### config.mk
export PLATFORM = sky130hd
export DESIGN_NAME = dmem_core
export DESIGN_NICKNAME = d
export VERILOG_FILES = /design/src/core/dmem_pkg.sv /design/src/core/dmem_ram.sv /design/src/core/dmem_core.sv
export SDC_FILE = /design/constraint.sdc
export NUM_CORES = 1
export LEC_CHECK = 0
export BUFFER_PORTS_ARGS = -buffer_cell sky130_fd_sc_hd__clkbuf_2
export CORE_ASPECT_RATIO = 2
export CORE_MARGIN = 10
export CORE_UTILIZATION = 40
export CTS_CLUSTER_DIAMETER = 200
export DETAILED_ROUTE_END_ITERATION = 10
export HOLD_SLACK_MARGIN = 0.1
export MAX_ROUTING_LAYER = met4
export PLACE_DENSITY_LB_ADDON = 0.3
export SYNTH_ARGS = -nofsm -noshare
export SYNTH_HDL_FRONTEND = slang
export SYNTH_SLANG_ARGS = --single-unit
### constraint.sdc
create_clock -name clk_sys_i -period 6.6 [get_ports clk_sys_i]
set_clock_uncertainty 0.2 [all_clocks]
set_input_delay 0.99 -clock clk_sys_i [delete_from_list [all_inputs] [get_ports clk_sys_i]]
set_output_delay 0.99 -clock clk_sys_i [all_outputs]
set_load 0.05 [all_outputs]
### src/core/dmem_pkg.sv
// Package for the data-memory, stack and status-word block.
// Assumes a single 125 MHz core clock shared with the sequencer and ALU.
package dmem_pkg;
  localparam int RAM_DEPTH = 64;
  localparam int RAM_AW = 6;
  localparam int PC_W = 10;
  localparam logic [5:0] BANK0_BASE = 6'h00;
  localparam logic [5:0] BANK1_BASE = 6'h18;
  localparam logic [5:0] STACK_BASE = 6'h08;
  localparam logic [2:0] SP_RESET = 3'h0;
  localparam logic [PC_W-1:0] PC_RESET = 10'h000;
  localparam logic [PC_W-1:0] VEC_IBF = 10'h003;
  localparam logic [PC_W-1:0] VEC_TIMER = 10'h007;
  localparam int PSW_SP_LSB = 0;
  localparam int PSW_BS_BIT = 4;
  localparam int PSW_F0_BIT = 5;
  localparam int PSW_AC_BIT = 6;
  localparam int PSW_CY_BIT = 7;
  localparam logic [7:0] PSW_RESET = 8'h00;

  // Operations requested by the sequencer, one per cycle.
  typedef enum logic [3:0] {
    OP_NONE, OP_REG_RD, OP_REG_WR, OP_IND_RD, OP_IND_WR, OP_SEL_BANK0, OP_SEL_BANK1,
    OP_CALL, OP_VEC_IBF, OP_VEC_TIMER, OP_RET, OP_RESTORING_RETURN_OP, OP_PSW_LOAD, OP_JUMP, OP_FETCH
  } op_t;

  typedef enum logic [3:0] {
    C_ACC_ZERO, C_ACC_NZ, C_ACC_BIT, C_CY, C_NCY, C_F0, C_F1, C_TF,
    C_T0, C_NT0, C_T1, C_NT1, C_NIBF, C_OBF
  } cond_t;

  typedef struct packed {
    op_t op;
    logic [2:0] reg_sel;
    logic [7:0] wdata;
    logic [PC_W-1:0] target;
    cond_t cond;
    logic [2:0] bit_sel;
  } req_t;

  typedef struct packed {
    logic f0_clr;
    logic f0_cpl;
    logic ac_wr;
    logic ac_val;
    logic cy_wr;
    logic cy_val;
  } flag_upd_t;
endpackage : dmem_pkg

### src/core/dmem_ram.sv
// A 64 x 8 single-port data RAM with registered read data.
// Assumes one access per cycle; a read and write of one cycle return the old word.
module dmem_ram
  import dmem_pkg::*;
(
  input wire logic clk_sys_i,
  input wire logic we_i,
  input wire logic [RAM_AW-1:0] addr_i,
  input wire logic [7:0] wdata_i,
  output logic [7:0] rdata_o
);
  logic [7:0] mem [RAM_DEPTH];

  // Read-before-write keeps same-cycle operands intact.
  always_ff @(posedge clk_sys_i) begin
    rdata_o <= mem[addr_i];
    if (we_i) begin
      mem[addr_i] <= wdata_i;
    end
  end
endmodule // dmem_ram

### src/core/dmem_core.sv
// Data memory, return stack, program counter and status word of the core.
// Assumes the sequencer issues one request per cycle and the ALU supplies flags.
//
// Operation
// - 64 by 8 data RAM.
// - Pointers zero/one address RAM, low six bits; here the pointer comes on the request data, not from R0/R1.
// - Working registers at 0-7 or 24-31.
// - Reset selects bank zero.
// - Locations 8-23 form eight-level return stack.
// - Call/vector pushes pair, then increments pointer.
// - Stack pointer is status bits 0-2, reset zero.
// - Stack pointer wraps modulo eight silently.
// - Returns decrement pointer then load counter.
// - Restoring return reloads status bits 4-7.
// - Ten-bit counter advances on each fetch.
// - Reset clears program counter.
// - Status word copies to/from accumulator whole; the load here takes only bits 7-4 and 2-0, and bit 3 reads zero.
// - Status layout: pointer, unused, bank, flags.
// - User flag clear, complement and testable.
// - Adds update half carry; adjust reads it.
// - Carry set on accumulator overflow.
// - Jump condition sampled in state three.
// - Taken jump replaces low eight bits.
// - Full set of jump conditions.
// - Bank zero reachable indirectly; unused areas scratch.
// - Vectors to three and seven with push.
module dmem_core
  import dmem_pkg::*;
(
  input wire logic clk_sys_i,
  input wire logic rst_i,
  input wire req_t req_i,
  input wire logic state3_i,
  input wire logic [7:0] acc_i,
  input wire flag_upd_t flag_upd_i,
  input wire logic user_flag_one_i,
  input wire logic timer_flag_i,
  input wire logic test_in_zero_i,
  input wire logic test_in_one_i,
  input wire logic input_buffer_full_i,
  input wire logic output_buffer_full_i,
  output logic [7:0] rdata_o,
  output logic [PC_W-1:0] pc_o,
  output logic [7:0] program_status_word_o,
  output logic half_carry_flag_o,
  output logic carry_flag_o,
  output logic jump_taken_o,
  output logic busy_o
);
  typedef enum {ST_IDLE, ST_PUSH_HI, ST_POP_LO, ST_POP_DONE} seq_t;

  seq_t st_r, st_nxt;
  logic [PC_W-1:0] pc_r, pc_nxt;
  logic [2:0] sp_r, sp_nxt;
  logic bank_r, bank_nxt;
  logic f0_r, f0_nxt;
  logic ac_r, ac_nxt;
  logic cy_r, cy_nxt;
  logic cond_r, cond_nxt;
  logic restore_r, restore_nxt;
  logic [1:0] pc_hi_r, pc_hi_nxt;
  logic [3:0] psw_hi_r, psw_hi_nxt;
  logic ram_we;
  logic [RAM_AW-1:0] ram_addr;
  logic [7:0] ram_wdata;
  logic [7:0] ram_rdata;
  logic [7:0] program_status_word;
  logic [7:0] ptr_byte;

  // Register bank select maps a working register number to RAM.
  function automatic logic [RAM_AW-1:0] reg_addr(input logic bank, input logic [2:0] r);
    reg_addr = (bank ? BANK1_BASE : BANK0_BASE) | {3'h0, r};
  endfunction

  // Stack pair address: level n occupies 8+2n and 9+2n.
  function automatic logic [RAM_AW-1:0] pair_addr(input logic [2:0] sp, input logic odd);
    pair_addr = STACK_BASE + {2'b00, sp, odd};
  endfunction

  function automatic logic cond_eval(input req_t q, input logic [7:0] a, input logic cy,
                                     input logic f0, input logic f1, input logic tf,
                                     input logic t0, input logic t1, input logic input_buffer_full,
                                     input logic output_buffer_full);
    unique case (q.cond)
      C_ACC_ZERO: cond_eval = (a == 8'h00);
      C_ACC_NZ: cond_eval = (a != 8'h00);
      C_ACC_BIT: cond_eval = a[q.bit_sel];
      C_CY: cond_eval = cy;
      C_NCY: cond_eval = !cy;
      C_F0: cond_eval = f0;
      C_F1: cond_eval = f1;
      C_TF: cond_eval = tf;
      C_T0: cond_eval = t0;
      C_NT0: cond_eval = !t0;
      C_T1: cond_eval = t1;
      C_NT1: cond_eval = !t1;
      C_NIBF: cond_eval = !input_buffer_full;
      C_OBF: cond_eval = output_buffer_full;
      default: cond_eval = 1'b0;
    endcase
  endfunction

  // Status word is assembled from scattered flops and read whole.
  assign program_status_word = {cy_r, ac_r, f0_r, bank_r, 1'b0, sp_r};

  dmem_ram u_ram (
    .clk_sys_i(clk_sys_i),
    .we_i(ram_we),
    .addr_i(ram_addr),
    .wdata_i(ram_wdata),
    .rdata_o(ram_rdata)
  );

  // The pointer comes in on the request data, not from the active bank; only six bits are kept.
  always_comb begin
    ptr_byte = {2'b00, req_i.wdata[5:0]};
    st_nxt = st_r;
    pc_nxt = pc_r;
    sp_nxt = sp_r;
    bank_nxt = bank_r;
    f0_nxt = f0_r;
    ac_nxt = ac_r;
    cy_nxt = cy_r;
    cond_nxt = cond_r;
    restore_nxt = restore_r;
    pc_hi_nxt = pc_hi_r;
    psw_hi_nxt = psw_hi_r;
    ram_we = 1'b0;
    ram_addr = reg_addr(bank_r, req_i.reg_sel);
    ram_wdata = req_i.wdata;
    if (state3_i) begin
      cond_nxt = cond_eval(req_i, acc_i, cy_r, f0_r, user_flag_one_i, timer_flag_i,
                           test_in_zero_i, test_in_one_i, input_buffer_full_i,
                           output_buffer_full_i);
    end
    if (flag_upd_i.f0_clr) begin
      f0_nxt = 1'b0;
    end else if (flag_upd_i.f0_cpl) begin
      f0_nxt = !f0_r;
    end
    if (flag_upd_i.ac_wr) begin
      ac_nxt = flag_upd_i.ac_val;
    end
    if (flag_upd_i.cy_wr) begin
      cy_nxt = flag_upd_i.cy_val;
    end
    unique case (st_r)
      ST_IDLE: begin
        unique case (req_i.op)
          OP_REG_WR: ram_we = 1'b1;
          OP_IND_RD: ram_addr = ptr_byte[RAM_AW-1:0];
          OP_IND_WR: begin
            // Bank zero stays reachable here whatever the bank select.
            ram_addr = ptr_byte[RAM_AW-1:0];
            ram_wdata = acc_i;
            ram_we = 1'b1;
          end
          OP_SEL_BANK0: bank_nxt = 1'b0;
          OP_SEL_BANK1: bank_nxt = 1'b1;
          OP_CALL, OP_VEC_IBF, OP_VEC_TIMER: begin
            ram_addr = pair_addr(sp_r, 1'b0);
            ram_wdata = pc_r[7:0];
            ram_we = 1'b1;
            pc_hi_nxt = pc_r[9:8];
            psw_hi_nxt = program_status_word[7:4];
            pc_nxt = (req_i.op == OP_VEC_IBF) ? VEC_IBF :
                     (req_i.op == OP_VEC_TIMER) ? VEC_TIMER : req_i.target;
            st_nxt = ST_PUSH_HI;
          end
          OP_RET, OP_RESTORING_RETURN_OP: begin
            sp_nxt = sp_r - 3'h1;
            restore_nxt = (req_i.op == OP_RESTORING_RETURN_OP);
            ram_addr = pair_addr(sp_r - 3'h1, 1'b1);
            st_nxt = ST_POP_LO;
          end
          OP_PSW_LOAD: begin
            {cy_nxt, ac_nxt, f0_nxt, bank_nxt} = acc_i[7:4];
            sp_nxt = acc_i[2:0];
          end
          OP_JUMP: if (cond_r) begin
            pc_nxt = {pc_r[9:8], req_i.target[7:0]};
          end
          OP_FETCH: pc_nxt = pc_r + 10'h001;
          default: ;
        endcase
      end
      ST_PUSH_HI: begin
        ram_addr = pair_addr(sp_r, 1'b1);
        ram_wdata = {psw_hi_r, 2'b00, pc_hi_r};
        ram_we = 1'b1;
        sp_nxt = sp_r + 3'h1;
        st_nxt = ST_IDLE;
      end
      ST_POP_LO: begin
        ram_addr = pair_addr(sp_r, 1'b0);
        pc_hi_nxt = ram_rdata[1:0];
        psw_hi_nxt = ram_rdata[7:4];
        st_nxt = ST_POP_DONE;
      end
      ST_POP_DONE: begin
        pc_nxt = {pc_hi_r, ram_rdata};
        if (restore_r) begin
          {cy_nxt, ac_nxt, f0_nxt, bank_nxt} = psw_hi_r;
        end
        st_nxt = ST_IDLE;
      end
    endcase
  end

  always_ff @(posedge clk_sys_i) begin
    if (rst_i) begin
      st_r <= ST_IDLE;
      pc_r <= PC_RESET;
      sp_r <= SP_RESET;
      bank_r <= PSW_RESET[PSW_BS_BIT];
      f0_r <= PSW_RESET[PSW_F0_BIT];
      ac_r <= PSW_RESET[PSW_AC_BIT];
      cy_r <= PSW_RESET[PSW_CY_BIT];
      cond_r <= 1'b0;
      restore_r <= 1'b0;
      pc_hi_r <= 2'b00;
      psw_hi_r <= 4'h0;
    end else begin
      st_r <= st_nxt;
      pc_r <= pc_nxt;
      sp_r <= sp_nxt;
      bank_r <= bank_nxt;
      f0_r <= f0_nxt;
      ac_r <= ac_nxt;
      cy_r <= cy_nxt;
      cond_r <= cond_nxt;
      restore_r <= restore_nxt;
      pc_hi_r <= pc_hi_nxt;
      psw_hi_r <= psw_hi_nxt;
    end
  end

  assign rdata_o = ram_rdata;
  assign pc_o = pc_r;
  assign program_status_word_o = program_status_word;
  assign half_carry_flag_o = ac_r;
  assign carry_flag_o = cy_r;
  assign jump_taken_o = cond_r;
  assign busy_o = (st_r != ST_IDLE);

  a_reset_pc: assert property (@(posedge clk_sys_i) rst_i |=> pc_r == 10'h000 && sp_r == 3'h0
    && !bank_r) else $error("reset state wrong");
  a_push_sp: assert property (@(posedge clk_sys_i) disable iff (rst_i)
    (st_r == ST_IDLE && req_i.op == OP_CALL) |=> ##1 sp_r == $past(sp_r, 2) + 3'h1)
    else $error("push did not advance pointer");
  a_vec_ibf: assert property (@(posedge clk_sys_i) disable iff (rst_i)
    (st_r == ST_IDLE && req_i.op == OP_VEC_IBF) |=> pc_r == 10'h003)
    else $error("vector not three");
  a_pop_sp: assert property (@(posedge clk_sys_i) disable iff (rst_i)
    (st_r == ST_IDLE && req_i.op == OP_RET) |=> sp_r == $past(sp_r) - 3'h1)
    else $error("pop did not decrement");
  a_ret_keep: assert property (@(posedge clk_sys_i) disable iff (rst_i)
    (st_r == ST_IDLE && req_i.op == OP_RET && flag_upd_i == '0) |=> ##2
    $stable(bank_r)) else $error("plain return changed bank");
  a_jump_page: assert property (@(posedge clk_sys_i) disable iff (rst_i)
    (st_r == ST_IDLE && req_i.op == OP_JUMP) |=> pc_r[9:8] == $past(pc_r[9:8]))
    else $error("jump left page");
  a_fetch_inc: assert property (@(posedge clk_sys_i) disable iff (rst_i)
    (st_r == ST_IDLE && req_i.op == OP_FETCH) |=> pc_r == $past(pc_r) + 10'h001)
    else $error("fetch did not advance");
  a_bank1_map: assert property (@(posedge clk_sys_i) disable iff (rst_i)
    (st_r == ST_IDLE && req_i.op == OP_REG_WR && bank_r) |-> ram_addr[5:3] == 3'h3)
    else $error("bank one mapping wrong");
  // The sequencer only counts on busy for its back-pressure, so its length is pinned here.
  a_vec_timer: assert property (@(posedge clk_sys_i) disable iff (rst_i)
    (st_r == ST_IDLE && req_i.op == OP_VEC_TIMER) |=> pc_r == 10'h007)
    else $error("vector not seven");
  a_busy_push: assert property (@(posedge clk_sys_i) disable iff (rst_i)
    (st_r == ST_IDLE && req_i.op inside {OP_CALL, OP_VEC_IBF, OP_VEC_TIMER})
    |=> busy_o ##1 !busy_o) else $error("push busy length wrong");
  a_busy_pop: assert property (@(posedge clk_sys_i) disable iff (rst_i)
    (st_r == ST_IDLE && req_i.op inside {OP_RET, OP_RESTORING_RETURN_OP})
    |=> busy_o ##1 busy_o ##1 !busy_o) else $error("pop busy length wrong");
  a_push_even: assert property (@(posedge clk_sys_i) disable iff (rst_i)
    (st_r == ST_IDLE && req_i.op == OP_CALL)
    |-> ram_we && ram_addr == 6'h08 + {2'b00, sp_r, 1'b0}) else $error("even byte misplaced");
  a_restoring_return_op_restore: assert property (@(posedge clk_sys_i) disable iff (rst_i)
    (st_r == ST_IDLE && req_i.op == OP_RESTORING_RETURN_OP)
    |=> ##2 {cy_r, ac_r, f0_r, bank_r} == $past(psw_hi_r)) else $error("status not restored");
  a_psw_load: assert property (@(posedge clk_sys_i) disable iff (rst_i)
    (st_r == ST_IDLE && req_i.op == OP_PSW_LOAD) |=> program_status_word_o ==
    {$past(acc_i[7:4]), 1'b0, $past(acc_i[2:0])}) else $error("status load wrong");
  a_sel_bank1: assert property (@(posedge clk_sys_i) disable iff (rst_i)
    (st_r == ST_IDLE && req_i.op == OP_SEL_BANK1) |=> bank_r)
    else $error("bank one not selected");
  a_cond_hold: assert property (@(posedge clk_sys_i) disable iff (rst_i)
    !state3_i |=> $stable(cond_r)) else $error("condition changed off state three");
  c_call: cover property (@(posedge clk_sys_i) req_i.op == OP_CALL && st_r == ST_IDLE);
  c_restoring_return_op: cover property (@(posedge clk_sys_i) req_i.op == OP_RESTORING_RETURN_OP && st_r == ST_IDLE);
  c_wrap: cover property (@(posedge clk_sys_i) sp_r == 3'h7 ##1 sp_r == 3'h0);
  c_jump: cover property (@(posedge clk_sys_i) req_i.op == OP_JUMP && cond_r);
  c_vec_timer: cover property (@(posedge clk_sys_i) req_i.op == OP_VEC_TIMER && st_r == ST_IDLE);
endmodule // dmem_core

==> reports/summary.txt <==
status - completed
crit-path cells - clkbuf_2 > or4b_1 > a41oi_1 > or2_2 > and2_4 > buf_4 > and3_1 > a311oi_1 > a31oi_1 > o22ai_1 > or4_1
number of CTS-inserted buffers - 46
Min-Delay Path Depth - 2
Synth warnings - 0
min cycle time layout - 4.954 ns
GRT Util Overall - 0.2335
diode count - 0
Iteration-0 DRC Markers - 1468
Crit path arrival time - 5.22 ns
min-delay worst type - reg2reg
Reg area - 0.01608 sq mm
Worst-Skew Late Latency - 0.60 ns
Max transition margin - 0.2525
Cell variety after synth - 83
Die Ht - 362.5 um
die width - 191.2 um
commonest cells in the netlist - edfxtp_1 (512), nand2_1 (375), nand3_1 (147), nor2_1 (122), mux2i_1 (64)
worst IR drop on VDD - 0.2631 mV
Layout Utilization - 0.4569
Vias - 16199
Sequential Power Share - 0.373
gr ovfl total - 0
largest cells by area after synthesis - edfxtp_1 (66%), nand2_1 (6.0%), nand3_1 (3.1%)
Sw Share - 0.4113
sequential area share after synthesis - 0.6853
Rows - 125
FILL cells - 5273
CTS resizes - 0
DRT Pass-1 Iters - 6
Initial Util - 0.4032
Clk network pwr share - 0.227
leading area contributor after synthesis - edfxtp_1
Netlist Area Pre-Place - 0.02346 sq mm
Int Pwr - 7.254 mW
crit path capture type - flip-flop
worst slew pin tran - 1.121 ns
largest net degree at the start of global routing - 92
first-pass GRT wire length - 114.6 mm
syn_area_per_cell - 12.83 sq um
max_cap viols - 0
asr flop ratio synth - 0
crit-path max FO - 57
Achievable Freq - 201.9 MHz
PortBufs - 83
Net Count, Synth - 1892
Tcrit/Tclk final - 0.7506
WL final - 79.70 mm
Crit Path Category - in2reg
Final ANT Viol Nets - 0
final setup vio count - 0
startpoint types - primary input
Max Root-Sink Buffers - 3
CTS tree - built
Post-Synthesis Cells - 1829
I/O pin total - 85
number of global-route vias before repair - 16421
root buffer cell - clkbuf_16
share of layout cells above drive strength 1 - 0.1538
final slew viol count - 0
Placed Area - 0.02506 sq mm
#FFs+latches synth - 547
nets@finish - 2001
DP HPWL - 55.32 mm
P_leak - 9.238 nW
combinational group share of total power - 0.400
via density per instance - 5.916
area share of the largest cell type after synthesis - 0.6554
Remaining DRCs - 0
cell area after layout - 0.02658 sq mm
slowest CP cell - or4b_1
cts hold-fix bufs - 0
full die area - 0.06932 sq mm
CTS clk-pin slew, worst paths - 0.07 ns
GPL Wtd Cong - 1.007
RSZ-0062 raised after global routing - false
area of the multi-input gates - 0.006730 sq mm
clock sink count - 547
H-tree depth - 2
Layout area overhead - 13.31%
Max stage delay on crit path - 0.77 ns
R2R depth - 12
initial antenna violation count - 0
P per Cell Area - 463.5 mW/mm^2
Main synth FF type - edfxtp_1
setup_tns - 0 ns
final hold viol count - 0
per-cell routed wire length - 29.11 um
postcts setup bufs - 0
CP required - 6.86 ns
EDFF count, synth - 512
Psw - 5.068 mW
core area - 0.05818 sq mm
dominant cell by count in the synthesized netlist - edfxtp_1
-- cell usage in the layout (no fill, tap or decap), types with 14 or more instances in the layout --
cell type,n
a22oi_1,15
a31oi_1,37
o21ai_0,31
buf_4,93
dfxtp_1,35
nand2_1,374
a211oi_1,27
nor2_1,122
clkbuf_16,47
edfxtp_1,512
and3_1,27
nand4_1,28
nand3_1,147
clkbuf_2,84
clkbuf_1,17
a21oi_1,44
mux2i_1,64
mux4_2,14
inv_1,21
-- state kept, by name, indices dropped and copies added (netlist names), 2 cells and up --
name	count
u_ram.mem	512
pc_o	10
u_ram.rdata_o	8
psw_hi_r	4
sp_r	3
pc_hi_r	2
st_r	2
-- kinds of logic after synthesis --
logic type                 after synthesis  share of synthesized area
buffers and inverters                  146                    0.03232
AOI/OAI and AO/OA                      272                    0.08465
DFF                                    547                     0.6853
xor gates and xnor gates                12                   0.004481
adders and majority gates                8                   0.004267
and+or+nand+nor                        757                     0.1436
muxes                                   86                    0.04523
other                                    1                  0.0001599
-- through the flow --
step                power [mW]  std cells  setup WS (ns)  hold slack (ns)
floorplan                7.595       1829          1.232           0.2660
global placement         9.527       2649         0.7493           0.2785
detailed placement       9.570       2651          1.049           0.2978
CTS                      12.35       2737          1.676           0.3122
global route             12.73       2738          1.553           0.3363
finish                   12.32       2738          1.646           0.3091
-- worst max-delay path, delay by kind of cell --
family / cells / cell delay (ns)
buf+inv: 2 / 0.68
compound gates: 4 / 1.23
simple gates: 5 / 2.28
-- path summary, 6_finish.rpt --
path / slack (ns) / endpoint / startpoint
setup reg to reg: 1.81 / u_ram.rdata_o[5] / st_r[1]
hold reg to reg: 0.31 / pc_o[9] / pc_o[9]
hold / removal: 0.31 / pc_o[9] / pc_o[9]
setup / recovery: 1.65 / u_ram.rdata_o[5] / req_i[29]
-- routing by layer --
metal	up-vias	global-route usage	wire length [um]
met1	8081	0.2220	25070
met4	0	0.2031	8092
met2	776	0.4085	42020
li1	7079	-	-
met5	-	-	0
met3	263	0.02653	4513
-- cell type report --
type,instances,share of cell area
clock inverters,17,0.007908
inverters,24,0.003389
well taps,762,0.03587
flip-flops and latches,547,0.6048
clock buffers,69,0.04924
multi-input cells,1136,0.2532
repair buffers,183,0.04566
-- power by group through the flow --
| stage | Clock (mW) | Sequential (mW) | Combinational [mW] |
|---|---|---|---|
| after CTS | 2.84 | 4.59 | 4.92 |
| after floorplan | 0 | 4.78 | 2.81 |
| after detailed placement | 0 | 4.67 | 4.90 |
| after global routing | 2.95 | 4.60 | 5.18 |
| after global placement | 0 | 4.66 | 4.87 |
| final | 2.80 | 4.60 | 4.93 |
Power figures use the tool's default switching activity.
